==> src/design/hdlc_pkg.sv <==
package hdlc_pkg;

  // Register bus geometry
  localparam int          ADDR_W         = 8;
  localparam int          DATA_W         = 32;
  localparam int          STRB_W         = DATA_W / 8;

  // Register byte offsets
  localparam logic [7:0]  OFS_STATUS     = 8'h00;
  localparam logic [7:0]  OFS_CONTROL    = 8'h04;
  localparam logic [7:0]  OFS_ENABLE     = 8'h08;

  // Values after reset
  localparam logic [31:0] STATUS_RESET   = 32'h00000000;
  localparam logic [31:0] ENABLE_RESET   = 32'h00000000;
  localparam logic        CTL_BIT_RESET  = 1'b0;
  localparam logic        PIN_N_RESET    = 1'b1;
  localparam logic [7:0]  SHIFT_RESET    = 8'h00;
  localparam logic [3:0]  RUN_RESET      = 4'h0;

  // Status bit positions
  localparam int BIT_FLAG_SEEN      = 11;
  localparam int BIT_CARRIER_LEVEL  = 12;
  localparam int BIT_CARRIER_CHANGE = 13;
  localparam int BIT_FRAME_GOOD     = 14;
  localparam int BIT_LINE_IDLE      = 15;
  localparam int BIT_ABORT_SEEN     = 16;
  localparam int BIT_CHECK_FAIL     = 17;
  localparam int BIT_PARTIAL_OCTET  = 18;
  localparam int BIT_FIFO_OVERRUN   = 19;
  localparam int BIT_BUF_EXHAUSTED  = 20;
  localparam int BIT_TX_DMA_ABORTED = 22;
  localparam int BIT_CLK_UNSTABLE   = 23;
  localparam int BIT_RX_DMA_DONE    = 24;
  localparam int BIT_RX_DMA_NULL    = 25;
  localparam int BIT_RX_DMA_NOT_OWN = 26;
  localparam int BIT_TX_DMA_DONE    = 27;
  localparam int BIT_TX_DMA_NULL    = 28;
  localparam int BIT_TX_DMA_NOT_OWN = 29;
  localparam int BIT_DPLL_ONE_MISS  = 30;
  localparam int BIT_DPLL_TWO_MISS  = 31;

  // Sticky, write-one-to-clear and interrupt-capable bits
  localparam logic [31:0] STICKY_MASK    = 32'hffdfe800;

  // Control bit positions
  localparam int CTL_RX_DMA_EN      = 0;
  localparam int CTL_TX_DMA_EN      = 1;
  localparam int CTL_RX_STOP_SKIP   = 2;
  localparam int CTL_TX_STOP_SKIP   = 3;
  localparam int CTL_MULTI_FILL     = 4;
  localparam int CTL_DPLL_EN        = 5;
  localparam int CTL_FM_MODE        = 6;

  // Line pattern figures
  localparam logic [7:0]  FLAG_PATTERN   = 8'h7e;
  localparam logic [3:0]  RUN_ABORT_PRE  = 4'h6;
  localparam logic [3:0]  RUN_IDLE_PRE   = 4'he;
  localparam logic [3:0]  RUN_MAX        = 4'hf;

  // AXI responses
  localparam logic [1:0]  RESP_OKAY      = 2'h0;
  localparam logic [1:0]  RESP_SLVERR    = 2'h2;

endpackage

==> src/design/hdlc_reg_if.sv <==
`timescale 1ns/1ps
interface hdlc_reg_if import hdlc_pkg::*; ();
  logic              wr_en;
  logic [ADDR_W-1:0] wr_addr;
  logic [DATA_W-1:0] wr_data;
  logic [STRB_W-1:0] wr_strb;
  logic              wr_ok;
  logic [ADDR_W-1:0] rd_addr;
  logic [DATA_W-1:0] rd_data;
  logic              rd_ok;

  modport bus (
    output wr_en,
    output wr_addr,
    output wr_data,
    output wr_strb,
    output rd_addr,
    input  wr_ok,
    input  rd_data,
    input  rd_ok
  );

  modport regs (
    input  wr_en,
    input  wr_addr,
    input  wr_data,
    input  wr_strb,
    input  rd_addr,
    output wr_ok,
    output rd_data,
    output rd_ok
  );
endinterface

==> src/design/hdlc_axil_slave.sv <==
`timescale 1ns/1ps
module hdlc_axil_slave
  import hdlc_pkg::*;
(
  input  wire logic              clk_i,
  input  wire logic              rst_i,
  input  wire logic [31:0]       awaddr_i,
  input  wire logic              awvalid_i,
  output logic                   awready_o,
  input  wire logic [DATA_W-1:0] wdata_i,
  input  wire logic [STRB_W-1:0] wstrb_i,
  input  wire logic              wvalid_i,
  output logic                   wready_o,
  output logic [1:0]             bresp_o,
  output logic                   bvalid_o,
  input  wire logic              bready_i,
  input  wire logic [31:0]       araddr_i,
  input  wire logic              arvalid_i,
  output logic                   arready_o,
  output logic [DATA_W-1:0]      rdata_o,
  output logic [1:0]             rresp_o,
  output logic                   rvalid_o,
  input  wire logic              rready_i,
  hdlc_reg_if.bus                rb
);

  typedef struct packed {
    logic              aw_full;
    logic [ADDR_W-1:0] aw_addr;
    logic              w_full;
    logic [DATA_W-1:0] w_data;
    logic [STRB_W-1:0] w_strb;
    logic              bvalid;
    logic [1:0]        bresp;
    logic              rvalid;
    logic [DATA_W-1:0] rdata;
    logic [1:0]        rresp;
  } axil_state_t;

  axil_state_t st;
  axil_state_t next_st;

  // Handshake readies straight from state
  assign awready_o = !st.aw_full && !st.bvalid;
  assign wready_o  = !st.w_full && !st.bvalid;
  assign arready_o = !st.rvalid;

  // Write fires once both halves are held; one write in flight at most
  assign rb.wr_en   = st.aw_full && st.w_full && !st.bvalid;
  assign rb.wr_addr = st.aw_addr;
  assign rb.wr_data = st.w_data;
  assign rb.wr_strb = st.w_strb;
  assign rb.rd_addr = araddr_i[ADDR_W-1:0];

  // Channel bookkeeping
  always_comb begin
    next_st = st;
    if (awvalid_i && awready_o) begin
      next_st.aw_full = 1'b1;
      next_st.aw_addr = awaddr_i[ADDR_W-1:0];
    end
    if (wvalid_i && wready_o) begin
      next_st.w_full = 1'b1;
      next_st.w_data = wdata_i;
      next_st.w_strb = wstrb_i;
    end
    if (rb.wr_en) begin
      next_st.aw_full = 1'b0;
      next_st.w_full  = 1'b0;
      next_st.bvalid  = 1'b1;
      next_st.bresp   = rb.wr_ok ? RESP_OKAY : RESP_SLVERR;
    end
    if (st.bvalid && bready_i) begin
      next_st.bvalid = 1'b0;
    end
    if (arvalid_i && arready_o) begin
      next_st.rvalid = 1'b1;
      next_st.rdata  = rb.rd_ok ? rb.rd_data : '0;
      next_st.rresp  = rb.rd_ok ? RESP_OKAY : RESP_SLVERR;
    end
    if (st.rvalid && rready_i) begin
      next_st.rvalid = 1'b0;
    end
  end

  always_ff @(posedge clk_i or posedge rst_i) begin
    if (rst_i) begin
      st <= '0;
    end else begin
      st <= next_st;
    end
  end

  assign bvalid_o = st.bvalid;
  assign bresp_o  = st.bresp;
  assign rvalid_o = st.rvalid;
  assign rdata_o  = st.rdata;
  assign rresp_o  = st.rresp;

endmodule

==> src/design/hdlc_rx_dma_status_flags.sv <==
`timescale 1ns/1ps
module hdlc_rx_dma_status_flags
  import hdlc_pkg::*;
(
  input  wire logic              CLK_I,
  input  wire logic              RST_I,
  // AXI4-Lite register port
  input  wire logic [31:0]       S_AXI_AWADDR_I,
  input  wire logic              S_AXI_AWVALID_I,
  output logic                   S_AXI_AWREADY_O,
  input  wire logic [DATA_W-1:0] S_AXI_WDATA_I,
  input  wire logic [STRB_W-1:0] S_AXI_WSTRB_I,
  input  wire logic              S_AXI_WVALID_I,
  output logic                   S_AXI_WREADY_O,
  output logic [1:0]             S_AXI_BRESP_O,
  output logic                   S_AXI_BVALID_O,
  input  wire logic              S_AXI_BREADY_I,
  input  wire logic [31:0]       S_AXI_ARADDR_I,
  input  wire logic              S_AXI_ARVALID_I,
  output logic                   S_AXI_ARREADY_O,
  output logic [DATA_W-1:0]      S_AXI_RDATA_O,
  output logic [1:0]             S_AXI_RRESP_O,
  output logic                   S_AXI_RVALID_O,
  input  wire logic              S_AXI_RREADY_I,
  // Carrier detect pin, active low, asynchronous
  input  wire logic              CARRIER_DETECT_N_I,
  // Receive bit stream after zero deletion logic
  input  wire logic              RX_BIT_VALID_I,
  input  wire logic              RX_BIT_I,
  // Receive frame results
  input  wire logic              RX_FRAME_END_I,
  input  wire logic              RX_CRC_ERR_I,
  input  wire logic              RX_PARTIAL_I,
  input  wire logic              RX_FIFO_WRITE_I,
  input  wire logic              RX_FIFO_FULL_I,
  input  wire logic              RX_CLOCK_UNSTABLE_I,
  // DMA outcomes
  input  wire logic              RX_NO_BUFFER_I,
  input  wire logic              RX_DMA_FRAME_DONE_I,
  input  wire logic              RX_DMA_NULL_I,
  input  wire logic              RX_DMA_NOT_OWNED_I,
  input  wire logic              TX_ABORT_SENT_I,
  input  wire logic              TX_FRAME_DONE_I,
  input  wire logic              TX_DMA_NULL_I,
  input  wire logic              TX_DMA_NOT_OWNED_I,
  // DPLL edge search results
  input  wire logic              DPLL_MISS_I,
  input  wire logic              DPLL_EDGE_I,
  // Control outputs
  output logic                   RX_DMA_ENABLE_O,
  output logic                   TX_DMA_ENABLE_O,
  output logic                   RX_STOP_ON_SKIP_O,
  output logic                   TX_STOP_ON_SKIP_O,
  output logic                   MULTI_FRAME_FILL_O,
  output logic                   DPLL_ENABLE_O,
  output logic                   FM_MODE_O,
  output logic                   RX_FIFO_FLUSH_O,
  output logic                   DPLL_SEARCH_O,
  output logic                   IRQ_O
);

  typedef struct packed {
    logic [31:0] sticky;
    logic [31:0] enable;
    logic        rx_dma_enable_bit;
    logic        tx_dma_enable_bit;
    logic        rx_stop_on_skip;
    logic        tx_stop_on_skip;
    logic        multi_frame_fill;
    logic        dpll_enable;
    logic        fm_mode;
    logic        carrier_prev;
    logic [7:0]  shift;
    logic [3:0]  ones_run;
    logic        miss_pending;
    logic        flush;
    logic        search;
    logic        irq;
  } flags_state_t;

  flags_state_t st;
  flags_state_t next_st;

  hdlc_reg_if rb ();

  logic              carrier_detect_n;
  logic [DATA_W-1:0] lane_mask;
  logic [31:0]       set_v;
  logic [31:0]       clr_v;
  logic [31:0]       status_view;
  logic [31:0]       next_view;
  logic [31:0]       control_view;
  logic [7:0]        next_shift;
  logic              dpll_active;
  logic              next_dpll_active;
  logic              line_idle;
  logic              next_line_idle;
  logic              wr_status;
  logic              wr_control;
  logic              wr_enable;

  // Bus slave carries accesses over the register interface
  hdlc_axil_slave u_axil (
    .clk_i     (CLK_I),
    .rst_i     (RST_I),
    .awaddr_i  (S_AXI_AWADDR_I),
    .awvalid_i (S_AXI_AWVALID_I),
    .awready_o (S_AXI_AWREADY_O),
    .wdata_i   (S_AXI_WDATA_I),
    .wstrb_i   (S_AXI_WSTRB_I),
    .wvalid_i  (S_AXI_WVALID_I),
    .wready_o  (S_AXI_WREADY_O),
    .bresp_o   (S_AXI_BRESP_O),
    .bvalid_o  (S_AXI_BVALID_O),
    .bready_i  (S_AXI_BREADY_I),
    .araddr_i  (S_AXI_ARADDR_I),
    .arvalid_i (S_AXI_ARVALID_I),
    .arready_o (S_AXI_ARREADY_O),
    .rdata_o   (S_AXI_RDATA_O),
    .rresp_o   (S_AXI_RRESP_O),
    .rvalid_o  (S_AXI_RVALID_O),
    .rready_i  (S_AXI_RREADY_I),
    .rb        (rb.bus)
  );

  // Pin comes from outside the clock domain
  hdlc_sync2 u_dcd_sync (
    .clk_i (CLK_I),
    .rst_i (RST_I),
    .d_i   (CARRIER_DETECT_N_I),
    .q_o   (carrier_detect_n)
  );

  // Byte lanes widened to bit masks
  for (genvar i = 0; i < STRB_W; i++) begin : g_lane
    assign lane_mask[8*i +: 8] = {8{rb.wr_strb[i]}};
  end

  // Address decode
  assign wr_status  = rb.wr_en && (rb.wr_addr == OFS_STATUS);
  assign wr_control = rb.wr_en && (rb.wr_addr == OFS_CONTROL);
  assign wr_enable  = rb.wr_en && (rb.wr_addr == OFS_ENABLE);
  assign rb.wr_ok   = (rb.wr_addr == OFS_STATUS) ||
                      (rb.wr_addr == OFS_CONTROL) ||
                      (rb.wr_addr == OFS_ENABLE);
  assign rb.rd_ok   = (rb.rd_addr == OFS_STATUS) ||
                      (rb.rd_addr == OFS_CONTROL) ||
                      (rb.rd_addr == OFS_ENABLE);

  // Two-miss only meaningful in FM or Manchester with DPLL running
  assign dpll_active = st.dpll_enable && st.fm_mode;
  assign line_idle   = (st.ones_run == RUN_MAX);

  // Live view of the status word
  always_comb begin
    status_view                    = st.sticky & STICKY_MASK;
    status_view[BIT_CARRIER_LEVEL] = !carrier_detect_n;
    status_view[BIT_LINE_IDLE]     = st.sticky[BIT_LINE_IDLE] ||
                                     line_idle;
    status_view[BIT_DPLL_TWO_MISS] = st.sticky[BIT_DPLL_TWO_MISS] &&
                                     dpll_active;
  end

  // Control word packed for reads
  always_comb begin
    control_view                   = '0;
    control_view[CTL_RX_DMA_EN]    = st.rx_dma_enable_bit;
    control_view[CTL_TX_DMA_EN]    = st.tx_dma_enable_bit;
    control_view[CTL_RX_STOP_SKIP] = st.rx_stop_on_skip;
    control_view[CTL_TX_STOP_SKIP] = st.tx_stop_on_skip;
    control_view[CTL_MULTI_FILL]   = st.multi_frame_fill;
    control_view[CTL_DPLL_EN]      = st.dpll_enable;
    control_view[CTL_FM_MODE]      = st.fm_mode;
  end

  // Read mux; reads have no side effects
  always_comb begin
    rb.rd_data = '0;
    if (rb.rd_addr == OFS_STATUS) begin
      rb.rd_data = status_view;
    end else if (rb.rd_addr == OFS_CONTROL) begin
      rb.rd_data = control_view;
    end else if (rb.rd_addr == OFS_ENABLE) begin
      rb.rd_data = st.enable;
    end
  end

  // Shift register view including the arriving bit
  assign next_shift = {st.shift[6:0], RX_BIT_I};

  // Hardware events for the sticky bits
  always_comb begin
    set_v = '0;
    if (RX_BIT_VALID_I) begin
      set_v[BIT_FLAG_SEEN]  = (next_shift == FLAG_PATTERN);
      set_v[BIT_ABORT_SEEN] = RX_BIT_I &&
                              (st.ones_run == RUN_ABORT_PRE);
      set_v[BIT_LINE_IDLE]  = RX_BIT_I &&
                              (st.ones_run == RUN_IDLE_PRE);
    end
    set_v[BIT_CARRIER_CHANGE] = carrier_detect_n != st.carrier_prev;
    set_v[BIT_FRAME_GOOD]     = RX_FRAME_END_I && !RX_CRC_ERR_I &&
                                !RX_PARTIAL_I;
    set_v[BIT_CHECK_FAIL]     = RX_FRAME_END_I && RX_CRC_ERR_I;
    set_v[BIT_PARTIAL_OCTET]  = RX_FRAME_END_I && RX_PARTIAL_I;
    set_v[BIT_FIFO_OVERRUN]   = RX_FIFO_WRITE_I && RX_FIFO_FULL_I;
    set_v[BIT_BUF_EXHAUSTED]  = RX_NO_BUFFER_I;
    set_v[BIT_TX_DMA_ABORTED] = TX_ABORT_SENT_I;
    set_v[BIT_CLK_UNSTABLE]   = RX_CLOCK_UNSTABLE_I;
    set_v[BIT_RX_DMA_DONE]    = RX_DMA_FRAME_DONE_I;
    set_v[BIT_RX_DMA_NULL]    = RX_DMA_NULL_I;
    set_v[BIT_RX_DMA_NOT_OWN] = RX_DMA_NOT_OWNED_I &&
                                st.rx_stop_on_skip;
    set_v[BIT_TX_DMA_DONE]    = TX_FRAME_DONE_I &&
                                !st.multi_frame_fill;
    set_v[BIT_TX_DMA_NULL]    = TX_DMA_NULL_I;
    set_v[BIT_TX_DMA_NOT_OWN] = TX_DMA_NOT_OWNED_I &&
                                st.tx_stop_on_skip;
    set_v[BIT_DPLL_ONE_MISS]  = dpll_active && DPLL_MISS_I &&
                                !st.miss_pending;
    set_v[BIT_DPLL_TWO_MISS]  = dpll_active && DPLL_MISS_I &&
                                st.miss_pending;
  end

  // Only ones written to sticky positions clear
  assign clr_v = wr_status ? (rb.wr_data & lane_mask & STICKY_MASK)
                           : '0;

  // Next state of the whole block
  always_comb begin
    next_st = st;

    // Set wins over a clear in the same cycle
    next_st.sticky = ((st.sticky & ~clr_v) | set_v) & STICKY_MASK;
    next_st.carrier_prev = carrier_detect_n;

    // Run of ones saturates so idle holds until a zero
    if (RX_BIT_VALID_I) begin
      next_st.shift = next_shift;
      if (!RX_BIT_I) begin
        next_st.ones_run = RUN_RESET;
      end else if (st.ones_run != RUN_MAX) begin
        next_st.ones_run = st.ones_run + 4'h1;
      end
    end

    // Software control writes, low byte lane only
    if (wr_control && rb.wr_strb[0]) begin
      next_st.rx_dma_enable_bit = rb.wr_data[CTL_RX_DMA_EN];
      next_st.tx_dma_enable_bit = rb.wr_data[CTL_TX_DMA_EN];
      next_st.rx_stop_on_skip   = rb.wr_data[CTL_RX_STOP_SKIP];
      next_st.tx_stop_on_skip   = rb.wr_data[CTL_TX_STOP_SKIP];
      next_st.multi_frame_fill  = rb.wr_data[CTL_MULTI_FILL];
      next_st.dpll_enable       = rb.wr_data[CTL_DPLL_EN];
      next_st.fm_mode           = rb.wr_data[CTL_FM_MODE];
    end
    if (wr_enable) begin
      next_st.enable = ((st.enable & ~lane_mask) |
                        (rb.wr_data & lane_mask)) & STICKY_MASK;
    end

    // Hardware disables override a same-cycle software enable
    if (set_v[BIT_BUF_EXHAUSTED]) begin
      next_st.rx_dma_enable_bit = 1'b0;
    end
    if (set_v[BIT_RX_DMA_NULL]) begin
      next_st.rx_dma_enable_bit = 1'b0;
    end
    if (set_v[BIT_RX_DMA_NOT_OWN]) begin
      next_st.rx_dma_enable_bit = 1'b0;
    end
    if (set_v[BIT_TX_DMA_ABORTED]) begin
      next_st.tx_dma_enable_bit = 1'b0;
    end
    if (set_v[BIT_TX_DMA_NULL]) begin
      next_st.tx_dma_enable_bit = 1'b0;
    end
    if (set_v[BIT_TX_DMA_NOT_OWN]) begin
      next_st.tx_dma_enable_bit = 1'b0;
    end

    // Flush pulse stops FIFO-to-memory moves and empties the FIFO
    next_st.flush = set_v[BIT_RX_DMA_NULL];

    // Miss tracking; a found edge or leaving FM mode starts over
    next_st.search = set_v[BIT_DPLL_TWO_MISS];
    if (!dpll_active || DPLL_EDGE_I) begin
      next_st.miss_pending = 1'b0;
    end else if (DPLL_MISS_I) begin
      next_st.miss_pending = !st.miss_pending;
    end

    // Status view after this edge; built here so no comb loop forms
    next_dpll_active             = next_st.dpll_enable && next_st.fm_mode;
    next_line_idle               = (next_st.ones_run == RUN_MAX);
    next_view                    = next_st.sticky;
    next_view[BIT_LINE_IDLE]     = next_st.sticky[BIT_LINE_IDLE] ||
                                   next_line_idle;
    next_view[BIT_DPLL_TWO_MISS] = next_st.sticky[BIT_DPLL_TWO_MISS] &&
                                   next_dpll_active;

    // Interrupt from the status view that the next cycle will show
    next_st.irq = |(next_view & next_st.enable & STICKY_MASK);
  end

  // State register
  always_ff @(posedge CLK_I or posedge RST_I) begin
    if (RST_I) begin
      st                   <= '0;
      st.sticky            <= STATUS_RESET;
      st.enable            <= ENABLE_RESET;
      st.rx_dma_enable_bit <= CTL_BIT_RESET;
      st.tx_dma_enable_bit <= CTL_BIT_RESET;
      st.rx_stop_on_skip   <= CTL_BIT_RESET;
      st.tx_stop_on_skip   <= CTL_BIT_RESET;
      st.multi_frame_fill  <= CTL_BIT_RESET;
      st.dpll_enable       <= CTL_BIT_RESET;
      st.fm_mode           <= CTL_BIT_RESET;
      st.carrier_prev      <= PIN_N_RESET;
      st.shift             <= SHIFT_RESET;
      st.ones_run          <= RUN_RESET;
    end else begin
      st <= next_st;
    end
  end

  // Outputs straight from flip-flops
  assign RX_DMA_ENABLE_O    = st.rx_dma_enable_bit;
  assign TX_DMA_ENABLE_O    = st.tx_dma_enable_bit;
  assign RX_STOP_ON_SKIP_O  = st.rx_stop_on_skip;
  assign TX_STOP_ON_SKIP_O  = st.tx_stop_on_skip;
  assign MULTI_FRAME_FILL_O = st.multi_frame_fill;
  assign DPLL_ENABLE_O      = st.dpll_enable;
  assign FM_MODE_O          = st.fm_mode;
  assign RX_FIFO_FLUSH_O    = st.flush;
  assign DPLL_SEARCH_O      = st.search;
  assign IRQ_O              = st.irq;

endmodule

==> src/design/hdlc_sync2.sv <==
`timescale 1ns/1ps
module hdlc_sync2
  import hdlc_pkg::*;
(
  input  wire logic clk_i,
  input  wire logic rst_i,
  input  wire logic d_i,
  output logic      q_o
);

  typedef struct packed {
    logic meta;
    logic sync;
  } sync_state_t;

  sync_state_t st;
  sync_state_t next_st;

  // First stage feeds only the second stage
  always_comb begin
    next_st      = st;
    next_st.meta = d_i;
    next_st.sync = st.meta;
  end

  // Resets to the inactive pin level so no false edge is seen
  always_ff @(posedge clk_i or posedge rst_i) begin
    if (rst_i) begin
      st <= {PIN_N_RESET, PIN_N_RESET};
    end else begin
      st <= next_st;
    end
  end

  assign q_o = st.sync;

endmodule

==> config.mk <==
export PLATFORM = sky130hd
export DESIGN_NAME = hdlc_rx_dma_status_flags
export DESIGN_NICKNAME = d
export VERILOG_FILES = /design/src/design/hdlc_pkg.sv /design/src/design/hdlc_reg_if.sv /design/src/design/hdlc_axil_slave.sv /design/src/design/hdlc_rx_dma_status_flags.sv /design/src/design/hdlc_sync2.sv
export SDC_FILE = /design/constraint.sdc
export NUM_CORES = 1
export LEC_CHECK = 0
export BUFFER_PORTS_ARGS = -buffer_cell sky130_fd_sc_hd__buf_2
export CAP_MARGIN = 20
export CORE_MARGIN = 4
export CORE_UTILIZATION = 45
export DETAILED_ROUTE_END_ITERATION = 16
export PLACE_DENSITY = 0.7
export SLEW_MARGIN = 20
export SYNTH_ARGS = -nofsm -noshare
export SYNTH_HDL_FRONTEND = slang
export SYNTH_SLANG_ARGS = --single-unit
==> constraint.sdc <==
create_clock -name CLK_I -period 5.3 [get_ports CLK_I]
set_input_delay 0.265 -clock CLK_I [delete_from_list [all_inputs] [get_ports CLK_I]]
set_output_delay 0.265 -clock CLK_I [all_outputs]
set_load 0.02 [all_outputs]
==> results of run 1 <==
[stage by stage]
stage	hold WS, ns	utilization [%]
after floorplan	0.269	-
after global placement	0.350	49.4
after detailed placement	0.348	49.4
after CTS	0.0130	54.1
after global routing	0.0105	54.2
final	-0.00788	54.2
[registers in the layout, summed over array words and instances, names as in the netlist, 2 cells and up]
signal / flops
st: 44
u_axil.rdata_o: 27
u_axil.rb.wr_data: 26
u_axil.rb.wr_addr: 8
next_shift: 7
u_axil.rb.wr_strb: 4
u_axil.st: 2
[worst reg2reg max path: stages (launching register included)]
cell,delay (ns)
dfrtp_1,0.40
nor4_4,0.79
and4_1,0.62
mux2_2,0.40
a21boi_0,0.13
a2111oi_0,0.51
nand4_1,0.14
[per-layer routing]
layer	up-vias	share of wire (%)	routed length (µm)
li1	1986	-	-
met3	6	6.2	855
met5	-	0	0
met1	2061	43	5930
met2	112	50	6800
met4	0	1.0	141
[cells in the mapped netlist, types with 4 or more instances]
cell type / count / area (µm²)
a21o_1: 9 / 67.6
a21oi_1: 23 / 115
a22o_1: 6 / 52.6
and2_1: 4 / 25.0
and3b_1: 5 / 43.8
buf_1: 4 / 15.0
buf_4: 36 / 270
clkbuf_1: 17 / 63.8
dfrtp_1: 131 / 3280
inv_1: 17 / 63.8
mux2_2: 66 / 743
mux2i_1: 4 / 40.0
nand2_1: 49 / 184
nand4_1: 15 / 93.8
nor2_1: 10 / 37.5
nor2b_1: 6 / 37.5
nor3b_1: 21 / 158
nor4bb_1: 10 / 100
o21ai_0: 30 / 150
[report_power, final]
part / leakage (nW) / internal (mW) / switching (mW) / total (mW)
combinational: 1.41 / 0.323 / 0.298 / 0.621
sequential: 1.67 / 1.24 / 0.209 / 1.45
clock: 0.281 / 0.748 / 0.421 / 1.17
[logic make-up after synthesis]
kind of cell,after synthesis
AO/OA/AOI/OAI,94
XOR/XNOR,2
adder cells (fa/ha/maj),2
buffers and inverters,77
flip-flops,134
multiplexers,70
other,1
AND/OR/NAND/NOR,139
[how the worst max path moves through the flow]
stage	end	start	cells past startpoint
2_1_floorplan	DPLL_ENABLE_O	RST_I	1
3_3_place_gp	IRQ_O	u_axil.rb.wr_addr[0]	6
3_5_place_dp	IRQ_O	u_axil.rb.wr_addr[0]	6
4_1_cts	IRQ_O	u_axil.rb.wr_addr[0]	6
5_1_grt	IRQ_O	u_axil.rb.wr_addr[0]	6
6_report	IRQ_O	u_axil.rb.wr_addr[0]	6
[cells in the final DEF (no fill, tap or decap), types with 3 or more instances in the layout]
master / instances
and3b_1: 5
nand2_1: 49
nor4bb_1: 10
nor2_1: 10
clkinv_2: 4
o21ai_0: 30
inv_1: 16
clkbuf_16: 17
nor2b_1: 6
a2111oi_0: 3
dfstp_2: 3
clkinvlp_4: 5
and4_1: 3
a21o_1: 9
bufinv_16: 3
buf_2: 115
nand4_1: 15
dfrtp_1: 131
a22o_1: 6
and3_1: 3
nor3_1: 3
and2_1: 4
mux2_2: 66
nor3b_1: 21
buf_4: 3
conb_1: 7
mux2i_1: 4
a21oi_1: 23
[cell type report]
class | count | area, µm² | share of cell area, %
clock buffer | 19 | 443 | 6.20
clock inverter | 13 | 156 | 2.19
inverter | 17 | 68.8 | 0.963
multi-input combinational | 314 | 2280 | 31.9
sequential | 134 | 3360 | 47.0
tap | 176 | 220 | 3.08
timing repair buffer | 120 | 618 | 8.65
==> run summary, run 1 <==
Floorplan
- **Die Height** 124 µm
- **die boundary width** 124 µm
- **placeable core region** 0.0132 mm²
- **Core Rows** 42
- **die area** 0.0153 mm²
- **Initial Utilization** 45.8%
- **Boundary Pins** 177

Worst setup path
- **origin of the critical flop-to-flop path** u_axil.rb.wr_addr[0]
- **cell with the largest stage delay on the worst path** nor4_4
- **CP Cell Sequence** nor4_4 -> and4_1 -> mux2_2 -> a21boi_0 -> a2111oi_0 -> nand4_1
- **Slowest Stage Delay on Critical Path** 0.79 ns
- **worst flop-to-flop path endpoint** IRQ_O
- **highest net fanout along the worst path** 16
- **critical path data arrival time** 3.40 ns
- **cell family contributing the most delay on the critical path** simple AND/OR/NAND/NOR gates
- **capturing element type of the critical path** flip-flop
- **CP startpoint kind** flip-flop
- **data required time at the worst endpoint** 5.56 ns
- **Critical Setup Path Class** reg2reg
- **buffering stage count on the worst path with inverters included** 0
- **Worst R2R Path Depth** 6
- **worst reg-to-reg setup slack** 2.16 ns

Cells and area
- **number of cells in the finished layout apart from fillers** 793
- **area added between synthesis and finish** 18.2%
- **number of nets in the layout** 732
- **fillers** 1115
- **final design instance area without fill** 0.00714 mm²
- **share of post-route cells with drive strength above 1** 36.0%
- **n_diodes** 0

Placed design
- **HPWL after detailed placement** 9.84 mm
- **total of buffers placed on input and output ports** 115
- **placer congestion estimate** 0.806
- **DP Cell Count** 759
- **instance area at placement** 0.00652 mm²
- **post-place setup slack** 2.18 ns

Routing
- **via/cell ratio** 5.25
- **detailed-route via count** 4165
- **Initial DRC Count** 311
- **Total Routed Length** 13.7 mm
- **average wire length per cell after detail routing** 17.3 µm
- **Pre-Repair DR Iteration Count** 4
- **post-route ant nets** 0
- **DRC** 0

Synthesis
- **Ys Warns** 0
- **mux share of post-synthesis cell area** 13.0%
- **sequential-to-total area share from yosys stat** 55.5%
- **post-synthesis share of cell area spent on xor and xnor gates** 0.290%
- **Cell Area, Synth** 0.00604 mm²
- **Cell variety after synth** 52
- **compound-gate portion of the synthesized area** 9.96%
- **synthesis-stage register bit count** 134
- **area share of and/or/nand/nor cells after synthesis** 13.7%
- **share of synthesized registers carrying an async set or reset** 100%
- **EDFF count, synth** 0
- **gate count after technology mapping** 519
- **Post-synth top flop** dfrtp_1
- **Post-Syn Area per Cell** 11.6 µm²
- **synthesized-area fraction occupied by adder cells** 0.414%
- **combinational family with the most area after synthesis** simple AND/OR/NAND/NOR gates

STA
- **count of pins over their slew limit** 0
- **maximum achievable frequency** 318 MHz
- **Slew @ Worst Pin** 0.979 ns
- **Total Neg Setup Slack** 0 ns
- **worst relative slew slack** 34.6%
- **Final period util** 59.3%
- **setup slack of the critical path after layout** 2.16 ns
- **Clock Skew** 0.0100 ns
- **Fin Hold WS** -0.00788 ns
- **number of failing hold endpoints at the final stage** 6
- **RSZ-0062 raised after global routing** no
- **Setup-failing EPs final** 0
- **Tmin final** 3.14 ns

GRT
- **overflow left after global routing** 0
- **GRT Max-Usage Layer** met2
- **antenna violations before repair** 0
- **vias in the first global route** 4202
- **total global-route track usage** 18.7%
- **met3 layer usage reported by global route** 5.22%
- **met2 usage** 29.3%
- **wire length of the first global-routing pass** 21.8 mm
- **met1 track utilization from global routing** 25.0%
- **pin count of the biggest net entering global routing** 89

Outcome
- **violations in the final reports** negative hold slack
- **result of the run** finished with violations

Run
- **Max-Cap Viols** 0

CTS
- **clk_lat worst skew** 0.41 ns
- **Root Driver** clkbuf_16
- **Clock Path Buffers** 2
- **H-Tree Depth** 4
- **CTS sink cnt** 134
- **post-CTS setup repair buffer count** 0
- **clock tree from TritonCTS** done
- **number of buffers inserted by hold repair at cts** 2
- **post_cts resized** 0
- **clock transition at the registers of the reported paths** 0.06 ns
- **CTS Buf Count** 17

Pwr
- **worst voltage drop across the vdd grid** 0.310 mV
- **power density relative to cell area** 454 mW/mm²
- **final total power** 3.24 mW
- **reported leakage power** 3.36 nW

Worst hold path
- **worst hold path class** in2async

Note: power is estimated with default switching activity, not from simulation.
==> run 2: changes to the inputs <==
--- a/config.mk
+++ b/config.mk
@@ -10,7 +10,7 @@
 export CORE_MARGIN = 4
 export CORE_UTILIZATION = 45
 export DETAILED_ROUTE_END_ITERATION = 16
-export PLACE_DENSITY = 0.7
+export PLACE_DENSITY = 0.73
 export SLEW_MARGIN = 20
 export SYNTH_ARGS = -nofsm -noshare
 export SYNTH_HDL_FRONTEND = slang
==> constraint.sdc (replaced) <==
create_clock -name CLK_I -period 2.75 [get_ports CLK_I]
set_input_delay 0.1375 -clock CLK_I [delete_from_list [all_inputs] [get_ports CLK_I]]
set_output_delay 0.1375 -clock CLK_I [all_outputs]
set_load 0.02 [all_outputs]
==> run 2 against run 1 <==
  * The run now ends clean
  * Clock skew decreased by 0.0012 ns
  * Sequential power increased by 92%
  * Worst hold slack improved by 0.025 ns
  * Clock-buffer cell count increased by 1
  * Setup slack got worse by 2.0 ns
  * Combinational power increased by 120%
  * Critical path depth increased by 2
  * Global-route usage increased by 1.9 points
  * First-iteration DRC count increased by 7.7%
  * Fmax increased by 20%
  * Register-to-register slack got worse by 2.0 ns
==> run summary, run 2 (synthesized netlist as in run 1, its figures left out) <==
Pwr
- **share of power burned in combinational logic** 21.5%
- **Clock power frac** 34.8%
- **internal cell power** 4.55 mW
- **worst voltage drop across the vdd grid** 0.507 mV
- **power spent charging and discharging nets** 1.80 mW
- **share of total power in sequential cells** 43.7%
- **switching portion of total power** 28.4%
- **reported leakage power** 3.66 nW
- **power density relative to cell area** 820 mW/mm²

Worst setup path
- **CP Cell Sequence** nor4_4 -> buf_4 -> buf_4 -> nand4_1 -> buf_4 -> mux2i_1 -> a2111oi_1 -> dlygate4sd3_1
- **critical path data arrival time** 2.97 ns
- **Critical Setup Path Class** reg2reg
- **highest net fanout along the worst path** 7
- **data required time at the worst endpoint** 3.10 ns
- **cell with the largest stage delay on the worst path** dlygate4sd3_1
- **Slowest Stage Delay on Critical Path** 0.66 ns
- **worst reg-to-reg setup slack** 0.12 ns
- **Worst R2R Path Depth** 8
- **most used cell along the critical path** buf_4
- **origin of the critical flop-to-flop path** u_axil.rb.wr_addr[5]
- **capturing element type of the critical path** flip-flop
- **CP startpoint kind** flip-flop
- **worst flop-to-flop path endpoint** RX_DMA_ENABLE_O

Floorplan
- **placeable core region** 0.0132 mm²
- **Die Height** 124 µm
- **die area** 0.0153 mm²
- **Boundary Pins** 177
- **Core Rows** 42
- **Initial Utilization** 45.8%
- **die boundary width** 124 µm

Cells and area
- **flip-flop count of the largest register after layout** 44
- **area added between synthesis and finish** 28.3%
- **register with the highest flop count** st
- **share of post-route cells with drive strength above 1** 34.8%
- **fillers** 1061
- **number of nets in the layout** 799
- **multi-input gate area in the final layout** 0.00228 mm²
- **most common cell after layout, fill and taps aside** dfrtp_1
- **number of cells in the finished layout apart from fillers** 859
- **sequential cell area** 0.00336 mm²
- **highest-count cells in the layout ignoring fill and taps** dfrtp_1 (131), buf_2 (115), mux2_2 (66)

Routing
- **Initial DRC Count** 335
- **DRC** 0
- **post-route ant nets** 0
- **Pre-Repair DR Iteration Count** 4
- **Total Routed Length** 14.9 mm
- **average wire length per cell after detail routing** 17.3 µm
- **via/cell ratio** 5.21
- **detailed-route via count** 4474

Placed design
- **DP Cell Count** 774
- **placer congestion estimate** 0.857
- **HPWL after detailed placement** 10.4 mm
- **total of buffers placed on input and output ports** 115

STA
- **RSZ-0062 raised after global routing** no
- **Total Neg Setup Slack** 0 ns
- **maximum achievable frequency** 381 MHz
- **worst relative slew slack** 38.4%
- **Setup-failing EPs final** 0
- **Fin Hold WS** 0.0167 ns
- **Final period util** 95.5%
- **number of failing hold endpoints at the final stage** 0
- **count of pins over their slew limit** 0
- **Slew @ Worst Pin** 0.922 ns
- **Tmin final** 2.63 ns
- **Clock Skew** 0.00888 ns

Worst hold path
- **number of cells traversed by the worst hold path** 3
- **worst hold path class** in2reg
- **HP Start** DPLL_MISS_I
- **endpoint with the worst hold slack** st[3]

GRT
- **total global-route track usage** 20.6%
- **wire length of the first global-routing pass** 23.7 mm
- **overflow left after global routing** 0
- **pin count of the biggest net entering global routing** 44
- **antenna violations before repair** 0
- **vias in the first global route** 4635

CTS
- **clock tree from TritonCTS** done
- **CTS Buf Count** 17
- **Root Driver** clkbuf_16
- **Clock Path Buffers** 2
- **clk_lat worst skew** 0.42 ns
- **clock transition at the registers of the reported paths** 0.06 ns
- **H-Tree Depth** 4
- **CTS sink cnt** 134

Run
- **Max-Cap Viols** 0

Outcome
- **result of the run** finished, final reports clean

==> run 2: cell type report <==
class,count,area share [%]
well taps,176,2.84
clock buffers,20,5.76
flip-flops and latches,134,43.3
diodes,1,0.0323
repair buffers,187,16.1
clock inverters,10,1.69
multi-input cells,314,29.4
inverters,17,0.871
==> run 2: power groups by stage <==
stage / registers (mW) / logic [mW] / clock network (mW)
after floorplan: 2.67 / 0.953 / 0
after CTS: 2.77 / 1.35 / 2.24
after detailed placement: 2.80 / 1.29 / 0
after global placement: 2.77 / 1.24 / 0
after global routing: 2.84 / 1.50 / 2.34
final: 2.78 / 1.37 / 2.21
==> run 2: what timing repair did <==
action / 4_1_cts / 5_1_grt
buffers inserted: 0 / 2
hold endpoints to repair: 91 / 0
resized for setup: 0 / 2
hold buffers: 52 / 0
setup endpoints to repair: 0 / 2
==> run 2: metrics by stage <==
stage / util [%] / instance area, µm² / total power, mW / setup slack (ns)
2_1_floorplan: - / 6070 / 3.63 / 0.517
3_3_place_gp: 50.3 / 6640 / 4.01 / 0.198
3_5_place_dp: 50.3 / 6640 / 4.09 / 0.132
4_1_cts: 58.6 / 7730 / 6.36 / 0.107
5_1_grt: 58.8 / 7750 / 6.67 / 0.0500
6_report: 58.8 / 7750 / 6.36 / 0.124
==> run 2: how the worst max path moves through the flow <==
stage | slack [ns] | endpoint | from
finish | 0.12 | RX_DMA_ENABLE_O | u_axil.rb.wr_addr[5]
floorplan | 0.52 | IRQ_O | u_axil.bvalid_o
global placement | 0.20 | IRQ_O | u_axil.rb.wr_addr[0]
CTS | 0.11 | IRQ_O | u_axil.rb.wr_addr[0]
detailed placement | 0.13 | IRQ_O | u_axil.rb.wr_addr[0]
global route | 0.05 | RX_DMA_ENABLE_O | u_axil.bvalid_o
==> run 2: layer usage <==
layer / part of all wire, % / up-vias / global-route usage [%] / routed length (µm)
li1: - / 2125 / - / -
met1: 42 / 2183 / 27.1 / 6330
met2: 49 / 143 / 32.6 / 7260
met3: 6.1 / 23 / 5.13 / 905
met4: 2.7 / 0 / 8.44 / 404
met5: 0 / - / 0 / 0
==> run 2: worst max-delay path: cells and delay by family, from the launching register on <==
| family | cells | cell delay [ns] |
|---|---|---|
| compound gates | 1 | 0.40 |
| buf+inv | 4 | 1.21 |
| flops | 1 | 0.41 |
| mux | 1 | 0.13 |
| simple gates | 2 | 0.41 |
